--- config.mk ---
export PLATFORM = sky130hd
export DESIGN_NAME = adc_sequencing_control
export DESIGN_NICKNAME = d
export VERILOG_FILES = /design/src/logic/adc_seq_pkg.sv /design/src/logic/adc_sequencing_control.sv
export SDC_FILE = /design/constraint.sdc
export NUM_CORES = 1
export LEC_CHECK = 0
export BUFFER_PORTS_ARGS = -buffer_cell sky130_fd_sc_hd__buf_2
export CELL_PAD_IN_SITES_DETAIL_PLACEMENT = 1
export CELL_PAD_IN_SITES_GLOBAL_PLACEMENT = 2
export CORE_MARGIN = 1.5
export CORE_UTILIZATION = 34
export CTS_BUF_LIST = sky130_fd_sc_hd__clkbuf_4
export DETAILED_ROUTE_END_ITERATION = 8
export PLACE_DENSITY_LB_ADDON = 0.1
export SLEW_MARGIN = 30
export SYNTH_ARGS = -nofsm -noshare
export SYNTH_HDL_FRONTEND = slang
export SYNTH_SLANG_ARGS = --single-unit
--- constraint.sdc ---
create_clock -name core_clk -period 4.1 [get_ports core_clk]
set_clock_uncertainty 0.2 [all_clocks]
set_input_delay 0.615 -clock core_clk [delete_from_list [all_inputs] [get_ports core_clk]]
set_output_delay 0.615 -clock core_clk [all_outputs]
set_load 0.05 [all_outputs]
--- src/logic/adc_seq_pkg.sv ---
// constants for the converter sequencing control block
// assumes a 32-bit apb master and one 100 MHz core clock
package adc_seq_pkg;

  // ----------------------------------------
  // register indices, byte address is 4x
  // ----------------------------------------
  localparam logic [5:0] IDX_CONTROL = 6'h00;
  localparam logic [5:0] IDX_DELAY = 6'h03;
  localparam logic [5:0] IDX_WINMODE = 6'h04;
  localparam logic [5:0] IDX_SAMPLE_LENGTH_EXT = 6'h05;
  localparam logic [5:0] IDX_INSEL = 6'h06;
  localparam logic [5:0] IDX_COMMAND = 6'h08;
  localparam logic [5:0] IDX_EVENT_TRIGGER_CONTROL = 6'h09;
  localparam logic [5:0] IDX_IRQMASK = 6'h0a;
  localparam logic [5:0] IDX_IRQSTAT = 6'h0b;
  localparam logic [5:0] IDX_RESULT = 6'h10;
  localparam logic [5:0] IDX_WINLO = 6'h12;
  localparam logic [5:0] IDX_WINHI = 6'h14;

  // ----------------------------------------
  // field positions
  // ----------------------------------------
  localparam int CTL_EN_BIT = 0;
  localparam int CTL_FREE_BIT = 1;
  localparam int DLY_AUTO_DELAY_VARIATION_EN_BIT = 4;
  localparam int DLY_SEL_LSB = 5;
  localparam int STAT_RDY_BIT = 0;
  localparam int STAT_WIN_BIT = 1;
  localparam logic [7:0] RESET_BYTE = 8'h00;

  // ----------------------------------------
  // window modes and input codes
  // ----------------------------------------
  localparam logic [2:0] WIN_NONE = 3'h0;
  localparam logic [2:0] WIN_BELOW = 3'h1;
  localparam logic [2:0] WIN_ABOVE = 3'h2;
  localparam logic [2:0] WIN_INSIDE = 3'h3;
  localparam logic [2:0] WIN_OUTSIDE = 3'h4;
  localparam logic [4:0] MUX_PIN7 = 5'h07;
  localparam logic [4:0] MUX_PIN10 = 5'h0a;
  localparam logic [4:0] MUX_PIN11 = 5'h0b;
  localparam logic [4:0] MUX_INTERNAL_REFERENCE_INPUT = 5'h1d;
  localparam logic [4:0] MUX_GND = 5'h1f;

  // ----------------------------------------
  // timing in converter clock cycles
  // ----------------------------------------
  localparam logic [5:0] SAMPLE_BASE_CYC = 6'h02;
  localparam logic [2:0] INIT_CODE_MAX = 3'h5;
  localparam logic [8:0] INIT_UNIT_CYC = 9'h010;
  localparam int CORE_CLK_MHZ = 100;

  typedef enum logic [2:0] {ST_IDLE, ST_INIT, ST_SAMPLE, ST_CONVERT, ST_SDELAY} seq_state_t;

endpackage

--- src/logic/adc_sequencing_control.sv ---
// sequencing control of a successive approximation converter
// apb slave on core_clk; analog front end answers conv_done on core_clk
//
// Behaviour
// - startup delay codes 0..5 give 0..256 cycles
// - startup delay also after deep sleep wake
// - auto variation adds one delay per sample
// - auto variation wraps delay 15 to 0
// - inter-sample delay equals four-bit field cycles
// - sampling switch open during inter-sample delay
// - window mode selects window flag condition
// - window compares 16-bit result and thresholds
// - sample two cycles plus length field
// - input select codes route pins, reference, ground
// - input select change waits for conversion end
// - start bit write launches a conversion
// - start bit reads busy, clears on completion unless free-running
// - enabled event input starts a conversion
// - window evaluated at each conversion end
// - free-running restarts after each completion
//
// The APB slave port was chosen for this implementation.
`timescale 1ns/1ps
`default_nettype none

module adc_sequencing_control
  import adc_seq_pkg::*;
#(
  parameter int ADC_CLK_DIV = 2
) (
  // clock and reset
  input wire logic core_clk,
  input wire logic rst,
  // apb slave
  input wire logic psel,
  input wire logic penable,
  input wire logic pwrite,
  input wire logic [7:0] paddr,
  input wire logic [31:0] pwdata,
  output logic [31:0] prdata,
  output logic pready,
  output logic pslverr,
  // system events
  input wire logic event_in,
  input wire logic wake_from_sleep,
  input wire logic ref_to_internal,
  // analog front end
  output logic [4:0] input_select_field,
  output logic input_route_valid,
  output logic sample_switch_closed,
  output logic convert_start,
  input wire logic conv_done,
  input wire logic [15:0] conv_result,
  // interrupt
  output logic irq
);

  // ----------------------------------------
  // state
  // ----------------------------------------
  typedef struct packed {
    seq_state_t st;
    logic [8:0] cnt;
    logic [7:0] div_cnt;
    logic tick;
    logic ctl_en;
    logic ctl_free;
    logic en_d;
    logic [2:0] startup_delay_sel;
    logic auto_delay_variation_en;
    logic [3:0] inter_sample_delay;
    logic [2:0] window_mode_sel;
    logic [4:0] sample_length_ext;
    logic [4:0] sel_reg;
    logic [4:0] act_mux;
    logic event_start_enable;
    logic [15:0] window_lower_threshold;
    logic [15:0] window_upper_threshold;
    logic [15:0] result;
    logic [1:0] status;
    logic [1:0] mask;
    logic init_pend;
    logic ev_s1;
    logic ev_s2;
    logic ev_d;
    logic sw;
    logic cstart;
    logic [31:0] rdata;
  } state_t;

  state_t s_reg;
  state_t s_next;

  logic [5:0] idx;
  logic mapped;
  logic wr;
  logic ev_edge;
  logic start_req;
  logic win_hit;
  logic [8:0] init_cyc;
  logic [5:0] samp_cyc;

  assign idx = paddr[7:2];
  assign wr = psel && penable && pwrite;
  assign ev_edge = s_reg.ev_s2 && !s_reg.ev_d;

  // ----------------------------------------
  // address decode
  // ----------------------------------------
  always_comb begin
    case (idx)
      IDX_CONTROL, IDX_DELAY, IDX_WINMODE, IDX_SAMPLE_LENGTH_EXT, IDX_INSEL, IDX_COMMAND,
      IDX_EVENT_TRIGGER_CONTROL, IDX_IRQMASK, IDX_IRQSTAT, IDX_RESULT, IDX_WINLO, IDX_WINHI: mapped = 1'b1;
      default: mapped = 1'b0;
    endcase
  end

  // ----------------------------------------
  // startup delay and sample length
  // ----------------------------------------
  always_comb begin
    if (s_reg.startup_delay_sel == 3'h0 || s_reg.startup_delay_sel > INIT_CODE_MAX) begin
      init_cyc = 9'h000;
    end else begin
      init_cyc = INIT_UNIT_CYC << (s_reg.startup_delay_sel - 3'h1);
    end
  end

  assign samp_cyc = SAMPLE_BASE_CYC + {1'b0, s_reg.sample_length_ext};

  // ----------------------------------------
  // window compare
  // ----------------------------------------
  always_comb begin
    // full 16-bit compare
    case (s_reg.window_mode_sel)
      WIN_BELOW: win_hit = conv_result < s_reg.window_lower_threshold;
      WIN_ABOVE: win_hit = conv_result > s_reg.window_upper_threshold;
      WIN_INSIDE: win_hit = (conv_result > s_reg.window_lower_threshold)
        && (conv_result < s_reg.window_upper_threshold);
      WIN_OUTSIDE: win_hit = (conv_result < s_reg.window_lower_threshold)
        || (conv_result > s_reg.window_upper_threshold);
      default: win_hit = 1'b0;
    endcase
  end

  // ----------------------------------------
  // next state
  // ----------------------------------------
  always_comb begin
    s_next = s_reg;
    s_next.cstart = 1'b0;
    // converter clock enable
    s_next.tick = 1'b0;
    if (s_reg.div_cnt == 8'(ADC_CLK_DIV - 1)) begin
      s_next.div_cnt = 8'h00;
      s_next.tick = 1'b1;
    end else begin
      s_next.div_cnt = s_reg.div_cnt + 8'h01;
    end
    // event synchroniser
    s_next.ev_s1 = event_in;
    s_next.ev_s2 = s_reg.ev_s1;
    s_next.ev_d = s_reg.ev_s2;
    s_next.en_d = s_reg.ctl_en;
    // startup delay requests
    if ((s_reg.ctl_en && !s_reg.en_d) || ref_to_internal || wake_from_sleep) begin
      s_next.init_pend = 1'b1;
    end
    start_req = 1'b0;
    if (wr && idx == IDX_COMMAND && pwdata[0]) begin
      start_req = 1'b1;
    end
    if (s_reg.event_start_enable && ev_edge) begin
      start_req = 1'b1;
    end
    // sequencer
    case (s_reg.st)
      ST_IDLE: begin
        s_next.act_mux = s_reg.sel_reg;
        if (start_req && s_reg.ctl_en) begin
          s_next.st = ST_INIT;
          s_next.cnt = s_reg.init_pend ? init_cyc : 9'h000;
          s_next.init_pend = 1'b0;
        end
      end
      ST_INIT, ST_SDELAY: begin
        if (s_reg.cnt == 9'h000) begin
          s_next.st = ST_SAMPLE;
          s_next.cnt = {3'h0, samp_cyc};
        end else if (s_reg.tick) begin
          s_next.cnt = s_reg.cnt - 9'h001;
        end
      end
      ST_SAMPLE: begin
        if (s_reg.cnt == 9'h000) begin
          s_next.st = ST_CONVERT;
          s_next.cstart = 1'b1;
          if (s_reg.auto_delay_variation_en) begin
            s_next.inter_sample_delay = s_reg.inter_sample_delay + 4'h1;
          end
        end else if (s_reg.tick) begin
          s_next.cnt = s_reg.cnt - 9'h001;
        end
      end
      ST_CONVERT: begin
        if (conv_done) begin
          s_next.result = conv_result;
          s_next.act_mux = s_reg.sel_reg;
          if (s_reg.ctl_free) begin
            s_next.st = ST_SDELAY;
            s_next.cnt = {5'h00, s_reg.inter_sample_delay};
          end else begin
            s_next.st = ST_IDLE;
          end
        end
      end
      default: s_next.st = ST_IDLE;
    endcase
    if (!s_reg.ctl_en) begin
      s_next.st = ST_IDLE;
    end
    s_next.sw = (s_next.st == ST_SAMPLE);
    // register writes
    if (wr) begin
      case (idx)
        IDX_CONTROL: begin
          s_next.ctl_en = pwdata[CTL_EN_BIT];
          s_next.ctl_free = pwdata[CTL_FREE_BIT];
        end
        IDX_DELAY: begin
          s_next.startup_delay_sel = pwdata[DLY_SEL_LSB +: 3];
          s_next.auto_delay_variation_en = pwdata[DLY_AUTO_DELAY_VARIATION_EN_BIT];
          s_next.inter_sample_delay = pwdata[3:0];
        end
        IDX_WINMODE: s_next.window_mode_sel = pwdata[2:0];
        IDX_SAMPLE_LENGTH_EXT: s_next.sample_length_ext = pwdata[4:0];
        IDX_INSEL: s_next.sel_reg = pwdata[4:0];
        IDX_EVENT_TRIGGER_CONTROL: s_next.event_start_enable = pwdata[0];
        IDX_IRQMASK: s_next.mask = pwdata[1:0];
        IDX_IRQSTAT: s_next.status = s_reg.status & ~pwdata[1:0];
        IDX_WINLO: s_next.window_lower_threshold = pwdata[15:0];
        IDX_WINHI: s_next.window_upper_threshold = pwdata[15:0];
        default: s_next.rdata = s_next.rdata;
      endcase
    end
    // completion flags, set wins over clear
    if (s_reg.st == ST_CONVERT && conv_done && s_reg.ctl_en) begin
      s_next.status[STAT_RDY_BIT] = 1'b1;
      if (win_hit) begin
        s_next.status[STAT_WIN_BIT] = 1'b1;
      end
    end
    // read data captured in setup phase
    if (psel && !penable) begin
      case (idx)
        IDX_CONTROL: s_next.rdata = {30'h0, s_reg.ctl_free, s_reg.ctl_en};
        IDX_DELAY: s_next.rdata = {24'h0, s_reg.startup_delay_sel,
          s_reg.auto_delay_variation_en, s_reg.inter_sample_delay};
        IDX_WINMODE: s_next.rdata = {29'h0, s_reg.window_mode_sel};
        IDX_SAMPLE_LENGTH_EXT: s_next.rdata = {27'h0, s_reg.sample_length_ext};
        IDX_INSEL: s_next.rdata = {27'h0, s_reg.sel_reg};
        IDX_COMMAND: s_next.rdata = {31'h0, s_reg.st != ST_IDLE};
        IDX_EVENT_TRIGGER_CONTROL: s_next.rdata = {31'h0, s_reg.event_start_enable};
        IDX_IRQMASK: s_next.rdata = {30'h0, s_reg.mask};
        IDX_IRQSTAT: s_next.rdata = {30'h0, s_reg.status};
        IDX_RESULT: s_next.rdata = {16'h0, s_reg.result};
        IDX_WINLO: s_next.rdata = {16'h0, s_reg.window_lower_threshold};
        IDX_WINHI: s_next.rdata = {16'h0, s_reg.window_upper_threshold};
        default: s_next.rdata = 32'h0;
      endcase
    end
  end

  // ----------------------------------------
  // registers
  // ----------------------------------------
  always_ff @(posedge core_clk or posedge rst) begin
    if (rst) begin
      s_reg <= '{st: ST_IDLE, default: '0};
    end else begin
      s_reg <= s_next;
    end
  end

  // ----------------------------------------
  // outputs
  // ----------------------------------------
  assign prdata = s_reg.rdata;
  assign pready = 1'b1;
  assign pslverr = psel && penable && !mapped;
  assign input_select_field = s_reg.act_mux;
  assign sample_switch_closed = s_reg.sw;
  assign convert_start = s_reg.cstart;
  assign irq = |(s_reg.status & s_reg.mask);

  // codes 0..7, 10, 11, 0x1d, 0x1f are routable
  always_comb begin
    input_route_valid = (s_reg.act_mux <= MUX_PIN7) || (s_reg.act_mux == MUX_PIN10)
      || (s_reg.act_mux == MUX_PIN11) || (s_reg.act_mux == MUX_INTERNAL_REFERENCE_INPUT)
      || (s_reg.act_mux == MUX_GND);
  end
endmodule // adc_sequencing_control

`default_nettype wire
==> results of run 1 <==
[layer usage]
metal	global-route usage	vias up	wire length [µm]
met2	0.321	101	9900
met3	0.0343	16	563
met5	0	-	0
met1	0.277	2866	10300
met4	0.0465	0	186
li1	-	2618	-
[final cells by class]
type                       instances  share of cell area
clock inverter                    14              0.0213
timing repair buffer              85              0.0580
inverter                          48              0.0230
tap                              275              0.0431
antenna                            1            0.000314
clock buffer                      18              0.0169
sequential                       125               0.392
multi-input combinational        473               0.445
[cells in the final DEF, fill, tap and decap left out, types with 7 or more instances in the layout]
cell	instances
a211oi_1	9
a21oi_1	23
a222oi_1	12
a22o_1	13
a22oi_1	19
a31oi_1	7
and3_1	15
buf_2	72
buf_4	11
clkbuf_4	18
conb_1	17
dfrtp_1	125
ha_1	42
inv_1	47
mux2_2	57
nand2_1	56
nand3_1	15
nand4_1	9
nor2_1	26
nor3_1	7
nor4_1	7
o21ai_0	31
xnor2_1	9
[what timing repair did]
action | in CTS | in global routing
hold endpoints to repair | 27 | 0
gates resized for setup | 0 | 0
hold buffers | 2 | 0
[worst max-delay path: stages]
cell and delay (ps):
buf_2 180, nor3b_1 490, and3_1 640, a2111oi_1 80, buf_2 250
[power by group through the flow]
stage / Combinational [mW] / Clock, mW / Sequential (mW)
3_3_place_gp: 0.290 / 0 / 1.33
4_1_cts: 0.302 / 0.982 / 1.31
2_1_floorplan: 0.219 / 0 / 1.32
6_report: 0.297 / 0.948 / 1.31
5_1_grt: 0.332 / 1.03 / 1.32
3_5_place_dp: 0.299 / 0 / 1.33
[metrics by stage]
| stage | util | power [mW] | cell area [µm²] | setup slack [ps] |
|---|---|---|---|---|
| 2_1_floorplan | - | 1.54 | 7310 | 146 |
| 3_3_place_gp | 0.365 | 1.62 | 7650 | 1070 |
| 3_5_place_dp | 0.365 | 1.63 | 7650 | 1050 |
| 4_1_cts | 0.381 | 2.59 | 7980 | 1070 |
| 5_1_grt | 0.381 | 2.68 | 7980 | 874 |
| 6_report | 0.381 | 2.55 | 7980 | 1010 |
[cell families after synthesis]
logic type               after synthesis  share of synthesized area
multiplexers                          61                     0.0945
AND/OR/NAND/NOR                      181                      0.139
adder cells (fa/ha/maj)               42                     0.0725
XOR/XNOR                              15                     0.0181
buffers and inverters                121                     0.0871
flip-flops                           125                      0.431
other                                  2                    0.00104
AO/OA/AOI/OAI                        157                      0.157
[worst paths after layout]
| kind | endpoint | slack [ps] | cells after the start |
|---|---|---|---|
| max | pslverr | 1010 | 5 |
| min | s_reg[68]$_DFFE_PP0P_ | 80 | 3 |
| max reg2reg | s_reg[134]$_DFFE_PP0P_ | 1200 | 7 |
| min reg2reg | s_next[34]$_DFF_PP0_ | 170 | 0 |
| max in group asynchronous | prdata[2]$_DFFE_PP0P_ | 2360 | 4 |
| min in group asynchronous | s_reg[99]$_DFFE_PP0P_ | 510 | 3 |
==> flow_summary_export.csv, run 1 <==
group,metric,value,unit
die,initial_utilization,0.346,
global_route,grt_pass1_wl,33700,µm
routing,wirelength,21000,µm
clock_network,path_clk_slew,130,ps
layout,synthToLayoutAreaGrowth,10.0,%
setup_path,cp-startpoint,"paddr[6]",
clock_network,post_cts_buffers,0,
clock_network,cts.sinks,125,
placed_design,routabilityCongestion,0.780,
yosys,yosysWarnings,0,
layout,largest_register_ffs,99,
die,core-area,0.0210,mm²
timing,timing.hold.ws,80.2,ps
power,power_density,320,mW/mm²
setup_path,cp.arrival,2270,ps
setup_path,path_class,"primary input to output port",
power,power_frac_comb,0.116,
setup_path,r2r_start,"s_reg[129]$_DFFE_PP0P_",
clock_network,htree_levels,4,
power,power.switching,0.755,mW
placed_design,dp_cells,1004,
yosys,async_reset_ff_frac,1.00,
yosys,yosysTopAreaCell,"dfrtp_1",
placed_design,hpwl,15600,µm
layout,num-fill-cells,2434,
global_route,grt_max_degree,31,
clock_network,insertion_delay,540,ps
power,p_int,1.80,mW
clock_network,root_buffer,"clkbuf_4",
timing,finalHoldViolCount,0,
clock_network,cts_tree,"done",
routing,first_iter_violations,315,
clock_network,clock_path_buffers,2,
routing,vias,5601,
run,max_cap_violations,0,
timing,finalCritPeriodShare,0.753,
layout,ff_latch_area,0.00313,mm²
routing,vias_per_cell,5.39,
yosys,synth_seq_cells,125,
timing,slew_viol_final,0,
routing,dr.pass1.iters,5,
yosys,netlist_instances,704,
layout,fin_cells,1039,
yosys,syn_area,0.00725,mm²
die,die_x,149,µm
routing,ant_nets,0,
hold_path,hold_start,"pwdata[10]",
status,run_status,"completed",
die,ios,108,
setup_path,cp-end-kind,"output port",
die,dieArea,0.0222,mm²
setup_path,critical_path_required,3280,ps
setup_path,start_kind,"primary input",
layout,nets,857,
die,die_y,149,µm
power,power_switching_share,0.296,
yosys,seq_area_frac_synth,0.431,
placed_design,port_buffers,72,
timing,fin_tns_setup,0,ps
timing,fmax,0.324,GHz
power,peakVddDrop,0.116,mV
yosys,synth_common_cells,"dfrtp_1, mux2_2, nand2_1, inv_1, ha_1",
power,cellLeakagePower,3.79,nW
yosys,netlist_top_cells_area,"dfrtp_1, mux2_2, ha_1",
timing,tightest_slew,790,ps
timing,final-setup-viol-count,0,
yosys,synth_enable_flop_cells,0,
yosys,yosys.cell_count.top_type,"dfrtp_1",
power,pwr-share-seq,0.513,
layout,multiInputGateArea,0.00355,mm²
global_route,grt_pass1_vias,5999,
routing,wire_per_inst,20.2,µm
power,power_frac_clock,0.371,
yosys,synth_flop_cell,"dfrtp_1",
timing,slew_headroom,0.469,
clock_network,cts_buffers,17,
die,num_rows,53,
global_route,grt_antenna_before_repair,1,
hold_path,min_path_type,"primary input to register",
yosys,syn_area_per_cell,10.3,µm²
setup_path,cp_max_fo,11,
yosys,synth_cell_types,68,
layout,drive_gt1_frac,0.246,
global_route,track_usage,0.199,
yosys,synth_top_area_frac,0.431,
timing,rsz0062_at_grt,"false",
timing,layout_min_cycle_time,3090,ps
routing,drc,0,
global_route,overflow,0,
No activity file was read; power rests on OpenSTA's default activity.
==> run 2, diff against run 1 <==
- clock period: 4.1 -> 2.6 ns (I/O delays scaled with it)
==> run 2 against run 1 <==
  * The flow now finishes with violations (negative setup slack)
  * Non-clock buffer count rose by 59
  * Register-to-register slack got worse by 1100 ps
  * Wire length rose by 1.3%
  * Power up 57%
  * Critical path depth up 3
  * Worst setup slack worse by 1000 ps
  * Die area unchanged
  * Largest power group unchanged
==> flow_summary_export.csv, run 2 (same netlist as run 1, synthesis figures left out) <==
group,metric,value,unit
setup_path,cp-end-kind,"register",
routing,vias,5784,
power,peakVddDrop,0.239,mV
hold_path,hold_depth,4,
layout,fin_cells,1097,
setup_path,ff2ff_path_depth,7,
global_route,track_usage,0.202,
setup_path,cp_slowest_stage_delay,530,ps
global_route,grt_pass1_wl,34500,µm
setup_path,cp.arrival,2810,ps
power,total_power,4.02,mW
setup_path,crit_buf_inv,2,
layout,final_util,0.408,
setup_path,r2r_slack,90,ps
run,max_cap_violations,0,
setup_path,path_class,"primary input to register",
timing,finalCritPeriodShare,1.01,
timing,rsz0062_at_grt,"false",
die,dieArea,0.0222,mm²
setup_path,r2r_end,"s_reg[41]$_DFF_PP0_",
timing,fin_tns_setup,-13.5,ps
clock_network,cts_tree,"done",
clock_network,root_buffer,"clkbuf_4",
setup_path,r2r_start,"s_reg[73]$_DFFE_PP0P_",
timing,slew_viol_final,0,
setup_path,crit_path_top_delay_cell,"dlygate4sd3_1",
layout,largest_register_ffs,99,
layout,drive_gt1_frac,0.263,
setup_path,worstPathCellList,"dlygate4sd3_1 > buf_2 > ha_1 > nand4_1 > nor2_1 > a221o_1 > o31a_1 > a2111o_1",
placed_design,dp_cells,1027,
routing,wire_per_inst,19.4,µm
global_route,grt_antenna_before_repair,1,
status,run_status,"complete, but fails checks",
global_route,overflow,0,
routing,drc,0,
placed_design,port_buffers,72,
timing,timing.final.ws_setup,-13.5,ps
routing,vias_per_cell,5.27,
timing,fmax,0.383,GHz
die,die_y,149,µm
timing,layout_min_cycle_time,2610,ps
clock_network,htree_levels,4,
die,die_x,149,µm
routing,ant_nets,0,
die,initial_utilization,0.346,
routing,wirelength,21200,µm
layout,final_common_cell,"dfrtp_1",
routing,dr.pass1.iters,6,
layout,synthToLayoutAreaGrowth,17.8,%
global_route,grt_pass1_vias,6111,
setup_path,start_kind,"primary input",
timing,tightest_slew,596,ps
hold_path,hold_start,"conv_done",
power,cellLeakagePower,4.08,nW
die,ios,108,
setup_path,cp_top_family,"compound AO/OA/AOI/OAI gates",
clock_network,clock_path_buffers,2,
layout,num-fill-cells,2444,
status,violations,"negative setup slack",
timing,finalHoldViolCount,0,
power,power_density,470,mW/mm²
hold_path,min_path_type,"primary input to register",
clock_network,insertion_delay,540,ps
clock_network,cts_buffers,17,
placed_design,routabilityCongestion,0.780,
setup_path,critical_path_required,2800,ps
hold_path,holdPathEnd,"s_reg[139]$_DFF_PP0_",
die,core-area,0.0210,mm²
setup_path,cp_max_fo,3,
clock_network,path_clk_slew,120,ps
routing,first_iter_violations,321,
timing,slew_headroom,0.602,
global_route,grt_max_degree,40,
layout,nets,916,
timing,final-setup-viol-count,1,
clock_network,cts.sinks,125,
placed_design,hpwl,16000,µm
die,num_rows,53,
layout,final_cell_mix,"dfrtp_1, buf_2, mux2_2",
## run 2: repair_timing
item                       CTS  global route
setup endpoints to repair    1            10
pin swaps                    0             3
hold endpoints to repair    76             0
hold buffers                35             0
setup buffers                0             3
gates resized for setup      1             5
## run 2: how the worst max path moves through the flow
stage,depth (start not counted),startpoint,end,slack (ps)
6_report,8,conv_result[13],s_reg[41]$_DFF_PP0_,-10
2_1_floorplan,7,paddr[2],pslverr,-900
3_3_place_gp,7,conv_result[14],s_reg[41]$_DFF_PP0_,-60
4_1_cts,8,conv_result[15],s_reg[41]$_DFF_PP0_,3
5_1_grt,8,conv_result[5],s_reg[41]$_DFF_PP0_,9
3_5_place_dp,7,conv_result[14],s_reg[41]$_DFF_PP0_,-110
## run 2: worst min-delay path, delay by kind of cell
family / cells / cell delay [ps]
buf+inv: 1 / 120
simple gates: 2 / 130
compound gates: 1 / 130
## run 2: routing by layer
metal  vias up  wire length [µm]  track usage  share of wire
met5         -                 0            0              0
met4         0               240       0.0515          0.011
met3        16               630       0.0358          0.030
met2        97             10100        0.322           0.48
met1      2934             10300        0.283           0.48
li1       2737                 -            -              -
## run 2: layout make-up
type                            count  area (µm²)  share of cell area
Multi-Input combinational cell    473        3580               0.419
Sequential cell                   125        3130               0.366
Timing Repair Buffer              144        1020               0.120
Tap cell                          275         344              0.0403
Inverter                           48         184              0.0215
Clock buffer                       22         165              0.0193
Clock inverter                      9         120              0.0141
Antenna cell                        1        2.50            0.000293
## run 2: metrics by stage
step           hold slack, ps  setup slack, ps  area [µm²]
6_report                 52.5            -13.5        8550
5_1_grt                  53.3             9.16        8550
4_1_cts                  4.23             3.24        8500
3_5_place_dp              139             -106        7860
3_3_place_gp              145            -64.3        7850
2_1_floorplan             131             -904        7310
## run 2: power breakdown
part,switching (mW),internal [mW],total [mW]
Clock,0.729,0.704,1.43
Sequential,0.0589,2.01,2.06
Combinational,0.327,0.195,0.522
==> run 3, diff against run 2 <==
- ABC_AREA: not set -> 1
- CORE_UTILIZATION: 34 -> 31
- CTS_BUF_LIST: sky130_fd_sc_hd__clkbuf_4 -> sky130_fd_sc_hd__clkbuf_4 sky130_fd_sc_hd__clkbuf_8
==> run 3 against run 2 <==
  * The run now ends clean
  * Sequential power barely moved
  * Worst hold slack got worse by 34 ps
  * Global-route usage fell by 0.75 points
  * Largest cell class unchanged
  * First-iteration DRC count fell by 20%
  * Clock-buffer cell count fell by 1
  * Maximum frequency rose by 7.4%
  * Combinational power rose by 9.6%
  * Via count rose by 5.5%
  * Power rose by 12%
  * Final cell count rose by 18%
  * Sequential cell count did not move
  * Highest routed layer unchanged
  * Sequential share of layout area rose by 0.92 points
==> flow_summary_export.csv, run 3 <==
group,metric,value,unit
yosys,yosysTopAreaCell,"dfrtp_1",
global_route,grt_pass1_wl,35300,µm
global_route,grt_max_degree,94,
global_route,overflow,0,
layout,drive_gt1_frac,0.145,
layout,antennaDiodeCount,0,
clock_network,root_buffer,"clkbuf_8",
placed_design,place_area,0.00766,mm²
clock_network,insertion_delay,450,ps
power,peakVddDrop,0.237,mV
timing,final-setup-viol-count,0,
placed_design,dp_cells,1235,
setup_path,critical_path_required,2010,ps
placed_design,hpwl,16400,µm
timing,fin_tns_setup,0,ps
setup_path,cp-end-kind,"output port",
die,core-area,0.0225,mm²
yosys,synth_cell_types,47,
timing,finalCritPeriodShare,0.936,
placed_design,port_buffers,72,
yosys,synth_seq_cells,125,
yosys,synth_flop_cell,"dfrtp_1",
global_route,grt_pass1_vias,6322,
yosys,syn_area_per_cell,7.88,µm²
yosys,yosysWarnings,0,
layout,final_area,0.00834,mm²
status,run_status,"completed",
layout,nets,1102,
yosys,async_reset_ff_frac,1.00,
yosys,seq_area_frac_synth,0.443,
die,initial_utilization,0.314,
layout,largest_register_ffs,99,
power,power_density,539,mW/mm²
clock_network,cts_tree,"done",
yosys,synth_common_cells,"nand2_1, dfrtp_1, inv_1, o21ai_0, nor2_1",
routing,dr.pass1.iters,5,
setup_path,start_kind,"primary input",
setup_path,cp.arrival,1840,ps
global_route,grtUsageMet1,0.287,
global_route,busiest_layer,"met2",
timing,finalHoldViolCount,0,
routing,wire_per_inst,17.0,µm
yosys,netlist_instances,896,
yosys,yosys.cell_count.top_type,"nand2_1",
die,die_y,154,µm
clock_network,path_clk_slew,70,ps
clock_network,post_cts_buffers,0,
timing,timing.hold.ws,18.7,ps
die,die_x,154,µm
setup_path,path_class,"primary input to output port",
timing,slew_viol_final,0,
routing,vias,6103,
clock_network,cts.sinks,125,
routing,drc,0,
power,cellLeakagePower,4.06,nW
clock_network,htree_levels,4,
global_route,gr-usage-met2,0.299,
global_route,grt_antenna_before_repair,0,
setup_path,cp_max_fo,7,
die,dieArea,0.0237,mm²
routing,vias_per_cell,4.72,
layout,synthToLayoutAreaGrowth,18.1,%
yosys,netlist_top_cells_area,"dfrtp_1, nand2_1, ha_1",
timing,layout_min_cycle_time,2430,ps
global_route,grtUsageMet3,0.0259,
yosys,synth_enable_flop_cells,0,
layout,fin_cells,1293,
die,num_rows,55,
routing,first_iter_violations,256,
run,max_cap_violations,0,
timing,rsz0062_at_grt,"false",
clock_network,clock_path_buffers,2,
timing,fmax,0.411,GHz
hold_path,min_path_type,"primary input to register",
clock_network,cts_buffers,17,
layout,final_common_cell,"nand2_1",
routing,ant_nets,0,
timing,tightest_slew,598,ps
die,ios,108,
timing,slew_headroom,0.601,
layout,final_cell_mix,"nand2_1, dfrtp_1, inv_1",
placed_design,routabilityCongestion,0.824,
yosys,synth_top_area_frac,0.443,
global_route,track_usage,0.195,
routing,wirelength,22000,µm
yosys,syn_area,0.00706,mm²
-- run 3: changes by cell type in the layout (fill, tap and decap cells not counted), moves of 13 or more --
cell,previous run,this run
nand2_1,56,230
nor2_1,26,51
o21ai_1,2,30
clkbuf_4,22,1
clkbuf_8,0,20
mux2_2,57,0
and3_1,15,2
o21ai_0,31,81
a21oi_1,23,36
nor3_1,7,20
a22oi_1,19,1
inv_1,47,110
-- run 3: final timing paths --
kind / to / cells after the start / startpoint / slack (ps)
setup / recovery: pslverr / 7 / paddr[2] / 170
max in group asynchronous: s_reg[133]$_DFFE_PP0P_ / 4 / rst / 1320
hold reg to reg: s_next[34]$_DFF_PP0_ / 0 / s_next[35]$_DFF_PP0_ / 160
min in group asynchronous: s_reg[63]$_DFFE_PP0P_ / 4 / rst / 400
setup reg to reg: s_reg[137]$_DFFE_PP0P_ / 11 / s_reg[130]$_DFFE_PP0P_ / 410
hold / removal: s_reg[43]$_DFFE_PP0P_ / 3 / conv_result[1] / 20
-- run 3: worst max-delay path, cell delays in order --
cell,delay (ps)
buf_2,100
inv_1,70
ha_1,290
nand3_1,150
inv_2,100
a2111oi_1,410
buf_2,340
-- run 3: logic make-up after synthesis --
kind of cell / share of synthesized area
simple gates: 0.204
compound gates: 0.145
buf+inv: 0.116
flops: 0.443
fa+ha+maj: 0.0745
xor+xnor: 0.0149
other cells: 0.00106
mux: 0.00160
-- run 3: final cells by class --
type,instances,area (µm²)
Tap cell,285,357
Clock inverter,11,131
Fill cell,2776,14200
Clock buffer,21,283
Sequential cell,125,3130
Inverter,123,465
Multi-Input combinational cell,607,3170
Timing Repair Buffer,121,806
-- run 3: where the power goes --
| group | internal [mW] | total, mW | switching, mW |
|---|---|---|---|
| Sequential | 2.03 | 2.09 | 0.0641 |
| Combinational | 0.192 | 0.572 | 0.381 |
| Clock | 0.950 | 1.83 | 0.877 |
| Total | 3.17 | 4.49 | 1.32 |
-- run 3: per-stage QoR --
stage               worst slack (ps)   util  total power [mW]
finish                           166  0.370              4.49
global route                    58.5  0.370              4.72
CTS                              135  0.370              4.57
detailed placement               142  0.341              2.68
global placement                 175  0.341              2.67
floorplan                       -730      -              2.51
-- run 3: metal layers --
metal  wire [µm]  up-vias  part of all wire
met2        9580       87              0.44
met4         295        0             0.013
li1            -     3067                 -
met3         798       22             0.036
met5           0        -                 0
met1       11300     2927              0.51
-- run 3: timing repair --
item / in CTS / in global routing
hold buffers: 26 / 0
hold endpoints to repair: 155 / 0
gates resized for setup: 0 / 0
